**src/rtl/lcr_pkg.sv**
```systemverilog
/*
 * Constants of the configurable logic cell register block: register offsets,
 * field positions, reset values and the function modes.
 * Assumes an 8-bit register port with a 4-bit word address.
 */
package lcr_pkg;

	// ==========================================================
	// Register offsets (word index on the register port)
	localparam logic [3:0] LCR_OFS_CTRL = 4'h0;
	localparam logic [3:0] LCR_OFS_POL = 4'h1;
	localparam logic [3:0] LCR_OFS_SEL1 = 4'h2;
	localparam logic [3:0] LCR_OFS_SEL2 = 4'h3;
	localparam logic [3:0] LCR_OFS_SEL3 = 4'h4;
	localparam logic [3:0] LCR_OFS_SEL4 = 4'h5;
	localparam logic [3:0] LCR_OFS_GATE1 = 4'h6;
	localparam logic [3:0] LCR_OFS_GATE2 = 4'h7;
	localparam logic [3:0] LCR_OFS_GATE3 = 4'h8;
	localparam logic [3:0] LCR_OFS_GATE4 = 4'h9;
	localparam logic [3:0] LCR_OFS_FLAG = 4'hA;

	// ==========================================================
	// Field positions
	localparam int LCR_BIT_EN = 7;
	localparam int LCR_BIT_OUT = 5;
	localparam int LCR_BIT_RISE = 4;
	localparam int LCR_BIT_FALL = 3;
	localparam int LCR_BIT_OINV = 7;
	localparam int LCR_BIT_FLAG = 0;
	localparam int LCR_SRC_W = 5;
	localparam int LCR_MODE_W = 3;

	// ==========================================================
	// Reset values
	localparam logic [7:0] LCR_RST_CTRL = 8'h00;
	localparam logic LCR_RST_OINV = 1'b0;
	localparam logic LCR_RST_FLAG = 1'b0;

	// ==========================================================
	// Function modes, in code order 000 to 111
	typedef enum logic [2:0] {
		LCR_AND_OR,
		LCR_OR_XOR,
		LCR_AND4,
		LCR_SR_LATCH,
		LCR_DFF_SR,
		LCR_DFF2_R,
		LCR_JK_R,
		LCR_DLATCH_SR
	} lcr_mode_e;

endpackage : lcr_pkg

```
**src/rtl/lcr_sync3.sv**
```systemverilog
/*
 * Three-stage input synchroniser, one lane per bit.
 * Assumes asynchronous inputs; a change is taken once stages two and three agree.
 */
`timescale 1ns/100ps
module lcr_sync3 #(
	parameter int W = 32
) (
	input wire logic clk,
	input wire logic rst_n,
	input wire logic ce,
	input wire logic [W-1:0] din,
	output logic [W-1:0] dout
);

	logic [W-1:0] s1_q;
	logic [W-1:0] s2_q;
	logic [W-1:0] s3_q;
	logic [W-1:0] out_q;

	genvar i;
	generate
		for (i = 0; i < W; i++) begin : g_lane
			always_ff @(posedge clk) begin
				if (!rst_n) begin
					s1_q[i] <= 1'b0;
					s2_q[i] <= 1'b0;
					s3_q[i] <= 1'b0;
					out_q[i] <= 1'b0;
				end else if (ce) begin
					s1_q[i] <= din[i];
					s2_q[i] <= s1_q[i];
					s3_q[i] <= s2_q[i];
					if (s2_q[i] == s3_q[i]) begin
						out_q[i] <= s3_q[i];
					end
				end
			end
		end
	endgenerate

	assign dout = out_q;

endmodule : lcr_sync3

```
**src/rtl/lcr_cell.sv**
```systemverilog
/*
 * One configurable logic cell with its control and configuration registers:
 * input selection, four data gates, eight-mode function stage, output polarity,
 * output readback and edge-driven event flag.
 * Assumes a plain register port (read data one cycle after the read strobe)
 * and asynchronous source inputs, which are synchronised here.
 */
// Behaviour
// - Enable bit 7 of control lets the cell run; clear forces output zero.
// - Control bit 5 reads back the cell output after output polarity.
// - Rising enable, control bit 4, lets output rising edges set the flag.
// - Falling enable, control bit 3, lets output falling edges set the flag.
// - Mode 111: transparent latch with one data input, set and reset.
// - Mode 110: J-K flip-flop with reset.
// - Mode 101: D flip-flop with two data inputs and reset.
// - Mode 100: D flip-flop with one data input, set and reset.
// - Mode 011: set-reset latch from the gate outputs.
// - Modes 010, 001, 000: four-input AND, OR-XOR, AND-OR.
// - Polarity bit 7 inverts the function result into the cell output.
// - Polarity bits 0-3 invert gates 1-4; bits 6-4 read zero.
// - Four select registers pick data 1-4 sources in bits 4-0; upper zero.
// - Gate select bit pairs admit true and negated data 4 down to 1.
// - Each gate ANDs all admitted true or negated data signals.
// - A gate with nothing admitted yields a constant set by its polarity.
// - Reset clears control, output polarity bit 7 and the flag; selection, gates and gate polarity stay.
// - Software clears the flag; a coincident enabled edge keeps it set.
`timescale 1ns/100ps
module lcr_cell
	import lcr_pkg::*;
#(
	parameter int NUM_SRC = 32
) (
	input wire logic clk,
	input wire logic rst_n,
	input wire logic ce,
	input wire logic [3:0] reg_addr,
	input wire logic [7:0] reg_wdata,
	input wire logic reg_we,
	input wire logic reg_re,
	output logic [7:0] reg_rdata,
	input wire logic [NUM_SRC-1:0] cell_in,
	output logic cell_out,
	output logic cell_irq_flag
);

	// ==========================================================
	// Register state
	logic cell_enable_q;
	logic rise_irq_enable_q;
	logic fall_irq_enable_q;
	logic [LCR_MODE_W-1:0] function_mode_q;
	logic output_invert_q;
	logic [3:0] gate_invert_q;
	logic [LCR_SRC_W-1:0] data_source_q [4];
	logic [7:0] gate_sel_q [4];
	logic flag_q;
	logic flag_d;
	logic [7:0] rdata_q;
	logic [7:0] rdata_d;

	// ==========================================================
	// Address decode
	wire wr_ctrl = reg_we && (reg_addr == LCR_OFS_CTRL);
	wire wr_pol = reg_we && (reg_addr == LCR_OFS_POL);
	wire wr_flag = reg_we && (reg_addr == LCR_OFS_FLAG);
	wire [3:0] wr_sel;
	wire [3:0] wr_gate;
	assign wr_sel[0] = reg_we && (reg_addr == LCR_OFS_SEL1);
	assign wr_sel[1] = reg_we && (reg_addr == LCR_OFS_SEL2);
	assign wr_sel[2] = reg_we && (reg_addr == LCR_OFS_SEL3);
	assign wr_sel[3] = reg_we && (reg_addr == LCR_OFS_SEL4);
	assign wr_gate[0] = reg_we && (reg_addr == LCR_OFS_GATE1);
	assign wr_gate[1] = reg_we && (reg_addr == LCR_OFS_GATE2);
	assign wr_gate[2] = reg_we && (reg_addr == LCR_OFS_GATE3);
	assign wr_gate[3] = reg_we && (reg_addr == LCR_OFS_GATE4);

	// ==========================================================
	// Control register and output polarity bit, both cleared by reset
	always_ff @(posedge clk) begin
		if (!rst_n) begin
			cell_enable_q <= LCR_RST_CTRL[LCR_BIT_EN];
			rise_irq_enable_q <= LCR_RST_CTRL[LCR_BIT_RISE];
			fall_irq_enable_q <= LCR_RST_CTRL[LCR_BIT_FALL];
			function_mode_q <= LCR_RST_CTRL[LCR_MODE_W-1:0];
			output_invert_q <= LCR_RST_OINV;
		end else if (ce) begin
			if (wr_ctrl) begin
				cell_enable_q <= reg_wdata[LCR_BIT_EN];
				rise_irq_enable_q <= reg_wdata[LCR_BIT_RISE];
				fall_irq_enable_q <= reg_wdata[LCR_BIT_FALL];
				function_mode_q <= reg_wdata[LCR_MODE_W-1:0];
			end
			if (wr_pol) begin
				output_invert_q <= reg_wdata[LCR_BIT_OINV];
			end
		end
	end

	// Configuration that survives reset, undefined until first written.
	// No reset branch on purpose: a reset must keep the user's routing.
	always_ff @(posedge clk) begin
		if (ce && wr_pol) begin
			gate_invert_q <= reg_wdata[3:0];
		end
	end

	genvar gi;
	generate
		for (gi = 0; gi < 4; gi++) begin : g_cfg
			always_ff @(posedge clk) begin
				if (ce && wr_sel[gi]) begin
					data_source_q[gi] <= reg_wdata[LCR_SRC_W-1:0];
				end
				if (ce && wr_gate[gi]) begin
					gate_sel_q[gi] <= reg_wdata;
				end
			end
		end
	endgenerate

	// ==========================================================
	// Input synchronisation and data selection
	logic [NUM_SRC-1:0] in_sync;
	logic [3:0] data_true;
	logic [3:0] gate_raw;
	logic [3:0] gate_out;

	lcr_sync3 #(
		.W(NUM_SRC)
	) u_sync (
		.clk(clk),
		.rst_n(rst_n),
		.ce(ce),
		.din(cell_in),
		.dout(in_sync)
	);

	// ==========================================================
	// Data gates: bit 2k+1 admits data k+1 true, bit 2k admits it negated
	generate
		for (gi = 0; gi < 4; gi++) begin : g_gate
			logic [3:0] term;
			assign data_true[gi] = in_sync[data_source_q[gi]];
			for (genvar k = 0; k < 4; k++) begin : g_term
				assign term[k] = (~gate_sel_q[gi][2*k+1] | data_true[k])
					& (~gate_sel_q[gi][2*k] | ~data_true[k]);
			end
			// Empty gate gives zero before inversion
			assign gate_raw[gi] = (|gate_sel_q[gi]) & (&term);
			assign gate_out[gi] = gate_raw[gi] ^ gate_invert_q[gi];
		end
	endgenerate

	wire g1 = gate_out[0];
	wire g2 = gate_out[1];
	wire g3 = gate_out[2];
	wire g4 = gate_out[3];

	// ==========================================================
	// Function stage; flip-flop modes are stepped on sampled g1 rising edges.
	// A gate pulse shorter than a clock period plus the synchroniser window
	// is lost here, unlike in a self-clocked cell; users must keep inputs slow.
	logic g1_prev_q;
	logic state_q;
	logic state_d;
	logic func_out;
	wire g1_rise = g1 & ~g1_prev_q;
	lcr_mode_e mode;
	assign mode = lcr_mode_e'(function_mode_q);

	always_comb begin
		state_d = state_q;
		func_out = state_q;
		case (mode)
			LCR_AND_OR: begin
				func_out = (g1 & g2) | (g3 & g4);
			end
			LCR_OR_XOR: begin
				func_out = (g1 | g2) ^ (g3 | g4);
			end
			LCR_AND4: begin
				func_out = g1 & g2 & g3 & g4;
			end
			LCR_SR_LATCH: begin
				// Set from g1|g2, reset from g3|g4, reset dominant
				if (g3 | g4) begin
					state_d = 1'b0;
				end else if (g1 | g2) begin
					state_d = 1'b1;
				end
				func_out = state_d;
			end
			LCR_DFF_SR: begin
				// Clock g1, data g2, reset g3, set g4
				if (g3) begin
					state_d = 1'b0;
				end else if (g4) begin
					state_d = 1'b1;
				end else if (g1_rise) begin
					state_d = g2;
				end
				func_out = state_d;
			end
			LCR_DFF2_R: begin
				// Clock g1, data g2 and g4 ANDed, reset g3
				if (g3) begin
					state_d = 1'b0;
				end else if (g1_rise) begin
					state_d = g2 & g4;
				end
				func_out = state_d;
			end
			LCR_JK_R: begin
				// Clock g1, J g2, K g4, reset g3
				if (g3) begin
					state_d = 1'b0;
				end else if (g1_rise) begin
					case ({g2, g4})
						2'b10: state_d = 1'b1;
						2'b01: state_d = 1'b0;
						2'b11: state_d = ~state_q;
						default: state_d = state_q;
					endcase
				end
				func_out = state_d;
			end
			LCR_DLATCH_SR: begin
				// Enable g1 (transparent high), data g2, reset g3, set g4
				if (g3) begin
					state_d = 1'b0;
				end else if (g4) begin
					state_d = 1'b1;
				end else if (g1) begin
					state_d = g2;
				end
				func_out = state_d;
			end
			default: begin
				func_out = 1'b0;
			end
		endcase
	end

	// Disabled cell shows zero after the polarity stage
	wire cell_out_d = cell_enable_q & (func_out ^ output_invert_q);

	logic cell_out_q;

	// State is held clear while disabled so a re-enable starts from zero
	always_ff @(posedge clk) begin
		if (!rst_n) begin
			g1_prev_q <= 1'b0;
			state_q <= 1'b0;
			cell_out_q <= 1'b0;
		end else if (ce) begin
			g1_prev_q <= g1;
			state_q <= cell_enable_q ? state_d : 1'b0;
			cell_out_q <= cell_out_d;
		end
	end

	// ==========================================================
	// Edge detection and event flag
	// The output is already on this clock; the three stages keep the edge
	// timing the same as for a cell whose output were asynchronous.
	logic out_s1_q;
	logic out_s2_q;
	logic out_s3_q;

	always_ff @(posedge clk) begin
		if (!rst_n) begin
			out_s1_q <= 1'b0;
			out_s2_q <= 1'b0;
			out_s3_q <= 1'b0;
		end else if (ce) begin
			out_s1_q <= cell_out_q;
			out_s2_q <= out_s1_q;
			out_s3_q <= out_s2_q;
		end
	end

	wire rise_evt = rise_irq_enable_q & out_s2_q & ~out_s3_q;
	wire fall_evt = fall_irq_enable_q & ~out_s2_q & out_s3_q;
	wire flag_clr = wr_flag & ~reg_wdata[LCR_BIT_FLAG];

	// Set wins over a clear in the same cycle
	assign flag_d = rise_evt | fall_evt | (flag_q & ~flag_clr);

	// ==========================================================
	// Read path: data stand for one cycle after the strobe
	// Control, polarity, flag and select have named read views; unimplemented bits read low
	wire [7:0] ctrl_view = {cell_enable_q, 1'b0, cell_out_q, rise_irq_enable_q,
		fall_irq_enable_q, function_mode_q};
	wire [7:0] pol_view = {output_invert_q, 3'h0, gate_invert_q};
	wire [7:0] flag_view = {7'h00, flag_q};
	wire [7:0] sel_view [4];

	generate
		for (gi = 0; gi < 4; gi++) begin : g_view
			assign sel_view[gi] = {3'h0, data_source_q[gi]};
		end
	endgenerate

	always_comb begin
		rdata_d = 8'h00;
		if (reg_re) begin
			case (reg_addr)
				LCR_OFS_CTRL: rdata_d = ctrl_view;
				LCR_OFS_POL: rdata_d = pol_view;
				LCR_OFS_SEL1: rdata_d = sel_view[0];
				LCR_OFS_SEL2: rdata_d = sel_view[1];
				LCR_OFS_SEL3: rdata_d = sel_view[2];
				LCR_OFS_SEL4: rdata_d = sel_view[3];
				LCR_OFS_GATE1: rdata_d = gate_sel_q[0];
				LCR_OFS_GATE2: rdata_d = gate_sel_q[1];
				LCR_OFS_GATE3: rdata_d = gate_sel_q[2];
				LCR_OFS_GATE4: rdata_d = gate_sel_q[3];
				LCR_OFS_FLAG: rdata_d = flag_view;
				default: rdata_d = 8'h00;
			endcase
		end
	end

	always_ff @(posedge clk) begin
		if (!rst_n) begin
			flag_q <= LCR_RST_FLAG;
			rdata_q <= 8'h00;
		end else if (ce) begin
			flag_q <= flag_d;
			rdata_q <= rdata_d;
		end
	end

	assign reg_rdata = rdata_q;
	assign cell_out = cell_out_q;
	assign cell_irq_flag = flag_q;

endmodule : lcr_cell

```
**config.mk**
```make
export PLATFORM = sky130hd
export DESIGN_NAME = lcr_cell
export DESIGN_NICKNAME = d
export VERILOG_FILES = /design/src/rtl/lcr_pkg.sv /design/src/rtl/lcr_sync3.sv /design/src/rtl/lcr_cell.sv
export SDC_FILE = /design/constraint.sdc
export NUM_CORES = 1
export LEC_CHECK = 0
export ABC_AREA = 1
export BUFFER_PORTS_ARGS = -buffer_cell sky130_fd_sc_hd__buf_2
export CAP_MARGIN = 5
export CORE_ASPECT_RATIO = 1.2
export CORE_UTILIZATION = 55
export CTS_CLUSTER_SIZE = 20
export DETAILED_ROUTE_END_ITERATION = 12
export GPL_ROUTABILITY_DRIVEN = 0
export PLACE_DENSITY = 0.79
export SLEW_MARGIN = 20
export SYNTH_ARGS = -nofsm -noshare
export SYNTH_HDL_FRONTEND = slang
export SYNTH_SLANG_ARGS = --single-unit
```
**constraint.sdc**
```tcl
create_clock -name clk -period 2.85 [get_ports clk]
set_input_delay 0.1425 -clock clk [delete_from_list [all_inputs] [get_ports clk]]
set_output_delay 0.1425 -clock clk [all_outputs]
set_load 0.03 [all_outputs]
```
## Yosys cells after proc, flatten, opt, wreduce, memory -nomap -nowiden

Memory sizes are Yosys's and may differ from the RTL's.
Index checks and enable logic that the tools add are counted.

| operators by class | value |
|---|---|
| reductions and logical operators | 71 |
| equal/unequal tests | 53 |
| magnitude comparators | 4 |
| bitwise logic cells | 118 |
| multiplexer cells | 60 |

Operator list:

| cell | number |
|---|---|
| $pmux W8 S11 | 1 |
| $reduce_and A2 Y1 | 35 |
| $reduce_or A8 Y1 | 7 |
| $not A1 Y1 | 42 |
| $mux W1 | 39 |
| $or A1 B1 Y1 | 37 |
| $and A1 B1 Y1 | 33 |
| $eq A1 B1 Y1 | 32 |
| $mux W8 | 4 |
| $lt A5 B6 Y1 const B | 4 |
| $bmux W1 S5 | 4 |
| $logic_and A1 B1 Y1 | 20 |
| $eq A4 B3 Y1 const B | 4 |
| $reduce_and A4 Y1 | 4 |
| $mux W5 | 3 |
| $reduce_or A5 Y1 | 3 |
| $eq A3 B3 Y1 const B | 4 |
| $eq A4 B4 Y1 const B | 3 |
| $mux W2 | 6 |
| $eq A4 B2 Y1 const B | 2 |
| $pmux W1 S8 | 1 |
| $eq A3 B2 Y1 const B | 2 |
| $ne A6 B1 Y1 const B | 1 |
| $xor A1 B1 Y1 | 6 |
| 8 further kinds | 9 |

| storage, ports and cells | value |
|---|---|
| output and inout port bits | 10 |
| word-level logic and storage cells | 450 |
| RAM bits | 52 |
| bits in registers | 154 |
| memories kept | 2 |

Memories:

| memory | words | width | rd ports | clocked after Yosys merged registers in | wr ports | RTL line | RTL |
|---|---|---|---|---|---|---|---|
| gate_sel_q | 4 | 8 | 4 | 0 | 1 | lcr_cell.sv:55 | `logic [7:0] gate_sel_q [4];` |
| data_source_q | 4 | 5 | 4 | 0 | 1 | lcr_cell.sv:54 | `logic [LCR_SRC_W-1:0] data_source_q [4];` |

## Longest topological paths before layout

An unclocked memory read counts as a cell.

| logic depth | value |
|---|---|
| depth after elaboration | 16 |
| gate-level depth with buffers | 27 |

## Modules after synthesis

Synthesis repeated with hierarchy kept, for this count alone.

| second synthesis, totals | value |
|---|---|
| cell total of the unflattened synthesis | 1424 |
| area, all modules | 10239.8 um^2 |

By module, submodules not included:

| module | cells an instance | area each (um^2) | times used |
|---|---|---|---|
| lcr_cell | 717 | 5258.8 | 1 |
| lcr_sync3 | 707 | 4981.0 | 1 |

## Least setup slack after synthesis

OpenSTA, ideal clock, no wires.

| path | value |
|---|---|
| path type | register to register |
| from | mem data_source_q[3][0] |
| to | reg cell_out_q (netlist: cell_out) |
| stages on the path, launching flop included | 27 |
| arrival time | 2.223 ns |
| period minus slack after synthesis | 2.353 ns |
| setup slack | 0.497 ns |
| buffers on the path | 2 |
| library setup time | 0.131 ns |
| cells stage by stage | edfxtp_1 > buf_6 > inv_6 > buf_8 > nand2_1 > nand3_1 > nand3_1 > nand2_1 > nand2_1 > nand3_2 > nand2_2 > nand2_1 > nand3_1 > nor2_4 > nand2_2 > nand2_2 > nand2_4 > nor2_1 > nor2_1 > nor2_1 > nor2_2 > nor2_2 > nand2_1 > nand2_1 > nand2_1 > nand3_2 > a21oi_2 |

RTL lines:

| what | RTL line | RTL |
|---|---|---|
| start, declared | lcr_cell.sv:54 |  |
| end signal, assigned | lcr_cell.sv:258 | `cell_out_q <= cell_out_d;` |
| end, declared | lcr_cell.sv:247 | `logic cell_out_q;` |

==> results.cfg <==
[clock_tree]
cts_sinks = 206
h-tree-depth = 1
ctsRootBufferMaster = clkbuf_16
insertion_delay_ps = 500
clk_pin_slew_worst_paths_ps = 60
cts_made_buffers = 21
cts_tree = built
clock_path_buffers = 3

[sta]
period_needed_ps = 2790
max_clock_freq_mhz = 359
worst_hold_slack_ps = 34.9
min_period_over_period_pct = 97.9
slew-limit-headroom_pct = 44.1
worstMarginPinSlew_ps = 839
rsz0062_at_grt = yes
finalHoldViolCount = 0
finalSetupViolCount = 0
finalClockSkew_ps = 14.7
fin_tns_setup_ps = 0
slew_viol_final = 0

[placed_design]
io_buffers = 58
dp_hpwl_um = 17900
dp.cells = 1507

[route]
vias = 9613
drtIter0Drc = 1124
antenna_left = 0
drcViolationCount = 0
vias_per_cell = 6.02
wl_per_cell_um = 17.4
dr.pass1.iters = 8
wl_um = 27800

[setup_path]
path_max_fanout = 8
reg2reg_slack_ps = 60
worstPathRequired_ps = 3290
end_kind = flip-flop
startpoint_type = flip-flop
r2r-end = cell_out
r2r_start = data_source_q[1][0]
critical_path_class = flip-flop to flip-flop
cp.arrival_ps = 3230
ff2ff_path_depth = 22

[die]
dieArea_sq_um = 18100
die-height_um = 147
die_w_um = 123
initial_core_util_pct = 56.7
fp.coreArea_sq_um = 17000
io_pins = 59
num_rows = 52

[synth]
synth_top_family_by_area = simple AND/OR/NAND/NOR gates
synth-seq-area-share_pct = 48.4
async_flop_share_pct = 0
synthMuxAreaShare_pct = 0
yosys_warnings = 0
ys_ff_latch = 206
syn_area_per_cell_sq_um = 7.60
syn_nets = 1322
ys.flop_type = dfxtp_1
synth_compound_area_share_pct = 15.4
syn-instance-count = 1273
netlist_area_sq_um = 9670
synthAdderAreaFrac_pct = 0
synth_edf_count = 56
synth.distinct_cells = 40
synth_simple_gate_area_share_pct = 30.1
synthXorXnorAreaFrac_pct = 0

[worst_hold_path]
holdPathEnd = out_s3_q
hold_depth = 3
worstHoldStart = ce
min_path_type = input pin to flip-flop

[layout]
fill_cells = 1396
mostFrequentLayoutCells = nand2_1, nor2_1, dfxtp_1
nets = 1415
fin_cells = 1597
antenna_cells = 0
layout_commonest_cell = nand2_1
drive_above_1_share_pct = 16.7
synthToLayoutAreaGrowth_pct = 20.6

[grt]
grt_max_degree = 98
antenna_found_initial = 0
grt_overflow_total = 0
grtUsageTotal_pct = 29.8
grt_pass1_vias = 8586
grt_pass1_wl_um = 42500

[outcome]
outcome = finished, final reports clean

[power]
pwr_density_cell_nw_per_um2 = 546
ir_drop_mv = 0.520
leakagePower_nw = 4.84
finalPower_mw = 6.37

[job]
drv_cap = 0
[stage by stage]
step / setup WS (ps) / utilization, % / cell area, sq um
finish: 61.0 / 68.4 / 11700
global route: -198 / 68.4 / 11700
CTS: 53.4 / 65.5 / 11200
detailed placement: -92.3 / 59.2 / 10100
global placement: -14.7 / 59.2 / 10100
floorplan: 497 / - / 9670
[Yosys cell counts (5+ instances only)]
master / n / area (sq um)
dfxtp_1: 150 / 3000
o22ai_1: 12 / 75.1
nor2_1: 167 / 627
clkbuf_1: 42 / 158
nand2_2: 11 / 68.8
nand3_2: 12 / 120
nor2_2: 8 / 50.1
inv_1: 56 / 210
nand2_1: 322 / 1210
buf_6: 11 / 124
o21ai_0: 113 / 566
inv_2: 5 / 18.8
nand3_1: 136 / 681
a21oi_1: 86 / 430
nor4_1: 8 / 50.1
edfxtp_1: 56 / 1680
o21bai_1: 31 / 233
[cell type report]
class | instances | area [sq um] | share of cell area [%]
clock buffers | 30 | 591 | 5.06
well taps | 216 | 270 | 2.32
flip-flops and latches | 206 | 4680 | 40.2
repair buffers | 130 | 1040 | 8.93
inverters | 66 | 302 | 2.59
clock inverters | 8 | 98.8 | 0.847
multi-input cells | 941 | 4680 | 40.1
[routing by layer]
metal	vias to the layer above	wire, um	GRT usage, %
met4	0	2130	17.3
met5	-	0	0
met3	197	2430	5.82
li1	4470	-	-
met1	4390	10300	36.4
met2	556	13000	48.4
[worst max-delay path, cell delays in order (launching register included)]
cell,delay (ps)
edfxtp_1,460
buf_6,160
clkbuf_16,150
nand2_1,70
nand3_1,110
nand3_1,100
nand2_2,90
nand2_2,80
nand3_4,120
nand3_2,100
nand3_2,120
nor2_4,140
buf_4,110
nand3_1,70
nand2_2,130
nand2_1,90
o21bai_1,210
nor2_2,70
nand2_2,70
nand2_1,50
nand2_1,70
nand3_2,60
a21oi_2,100
[how the worst max path moves through the flow]
stage	startpoint	endpoint	slack [ps]	cells after the start
after floorplan	data_source_q[3][0]	cell_out	500	26
after global placement	data_source_q[3][0]	cell_out	-10	24
after detailed placement	data_source_q[3][0]	cell_out	-90	24
after CTS	data_source_q[3][1]	cell_out	50	23
after global routing	data_source_q[1][0]	cell_out	-200	25
final	data_source_q[1][0]	cell_out	60	22
[timing repair]
action,CTS,global route
pin swaps,0,25
hold buffers,35,0
setup buffers,1,13
endpoints found under the setup margin,1,2
endpoints found under the hold margin,45,0
cloned,0,3
resized for setup,0,84
[state kept, by name (all words and copies together) (netlist names), 3 cells and up]
name	cells
u_sync.dout	32
gate_sel_q	32
function_mode_q	3
u_sync.s2_q	32
u_sync.s1_q	32
u_sync.s3_q	32
data_source_q	20
gate_invert_q	4
reg_rdata	8
[cells by family (layout without fill, tap and decap cells)]
logic type             after synthesis  in the layout
buffers and inverters              126            234
AOI/OAI and AO/OA                  263            263
DFF                                206            206
and+or+nand+nor                    678            678
[power by group]
group / switching [mW] / total (mW) / internal [mW]
combinational: 0.283 / 0.456 / 0.173
sequential: 0.0597 / 3.16 / 3.10
clock: 1.12 / 2.75 / 1.63
No activity file was read; power rests on OpenSTA's default activity.
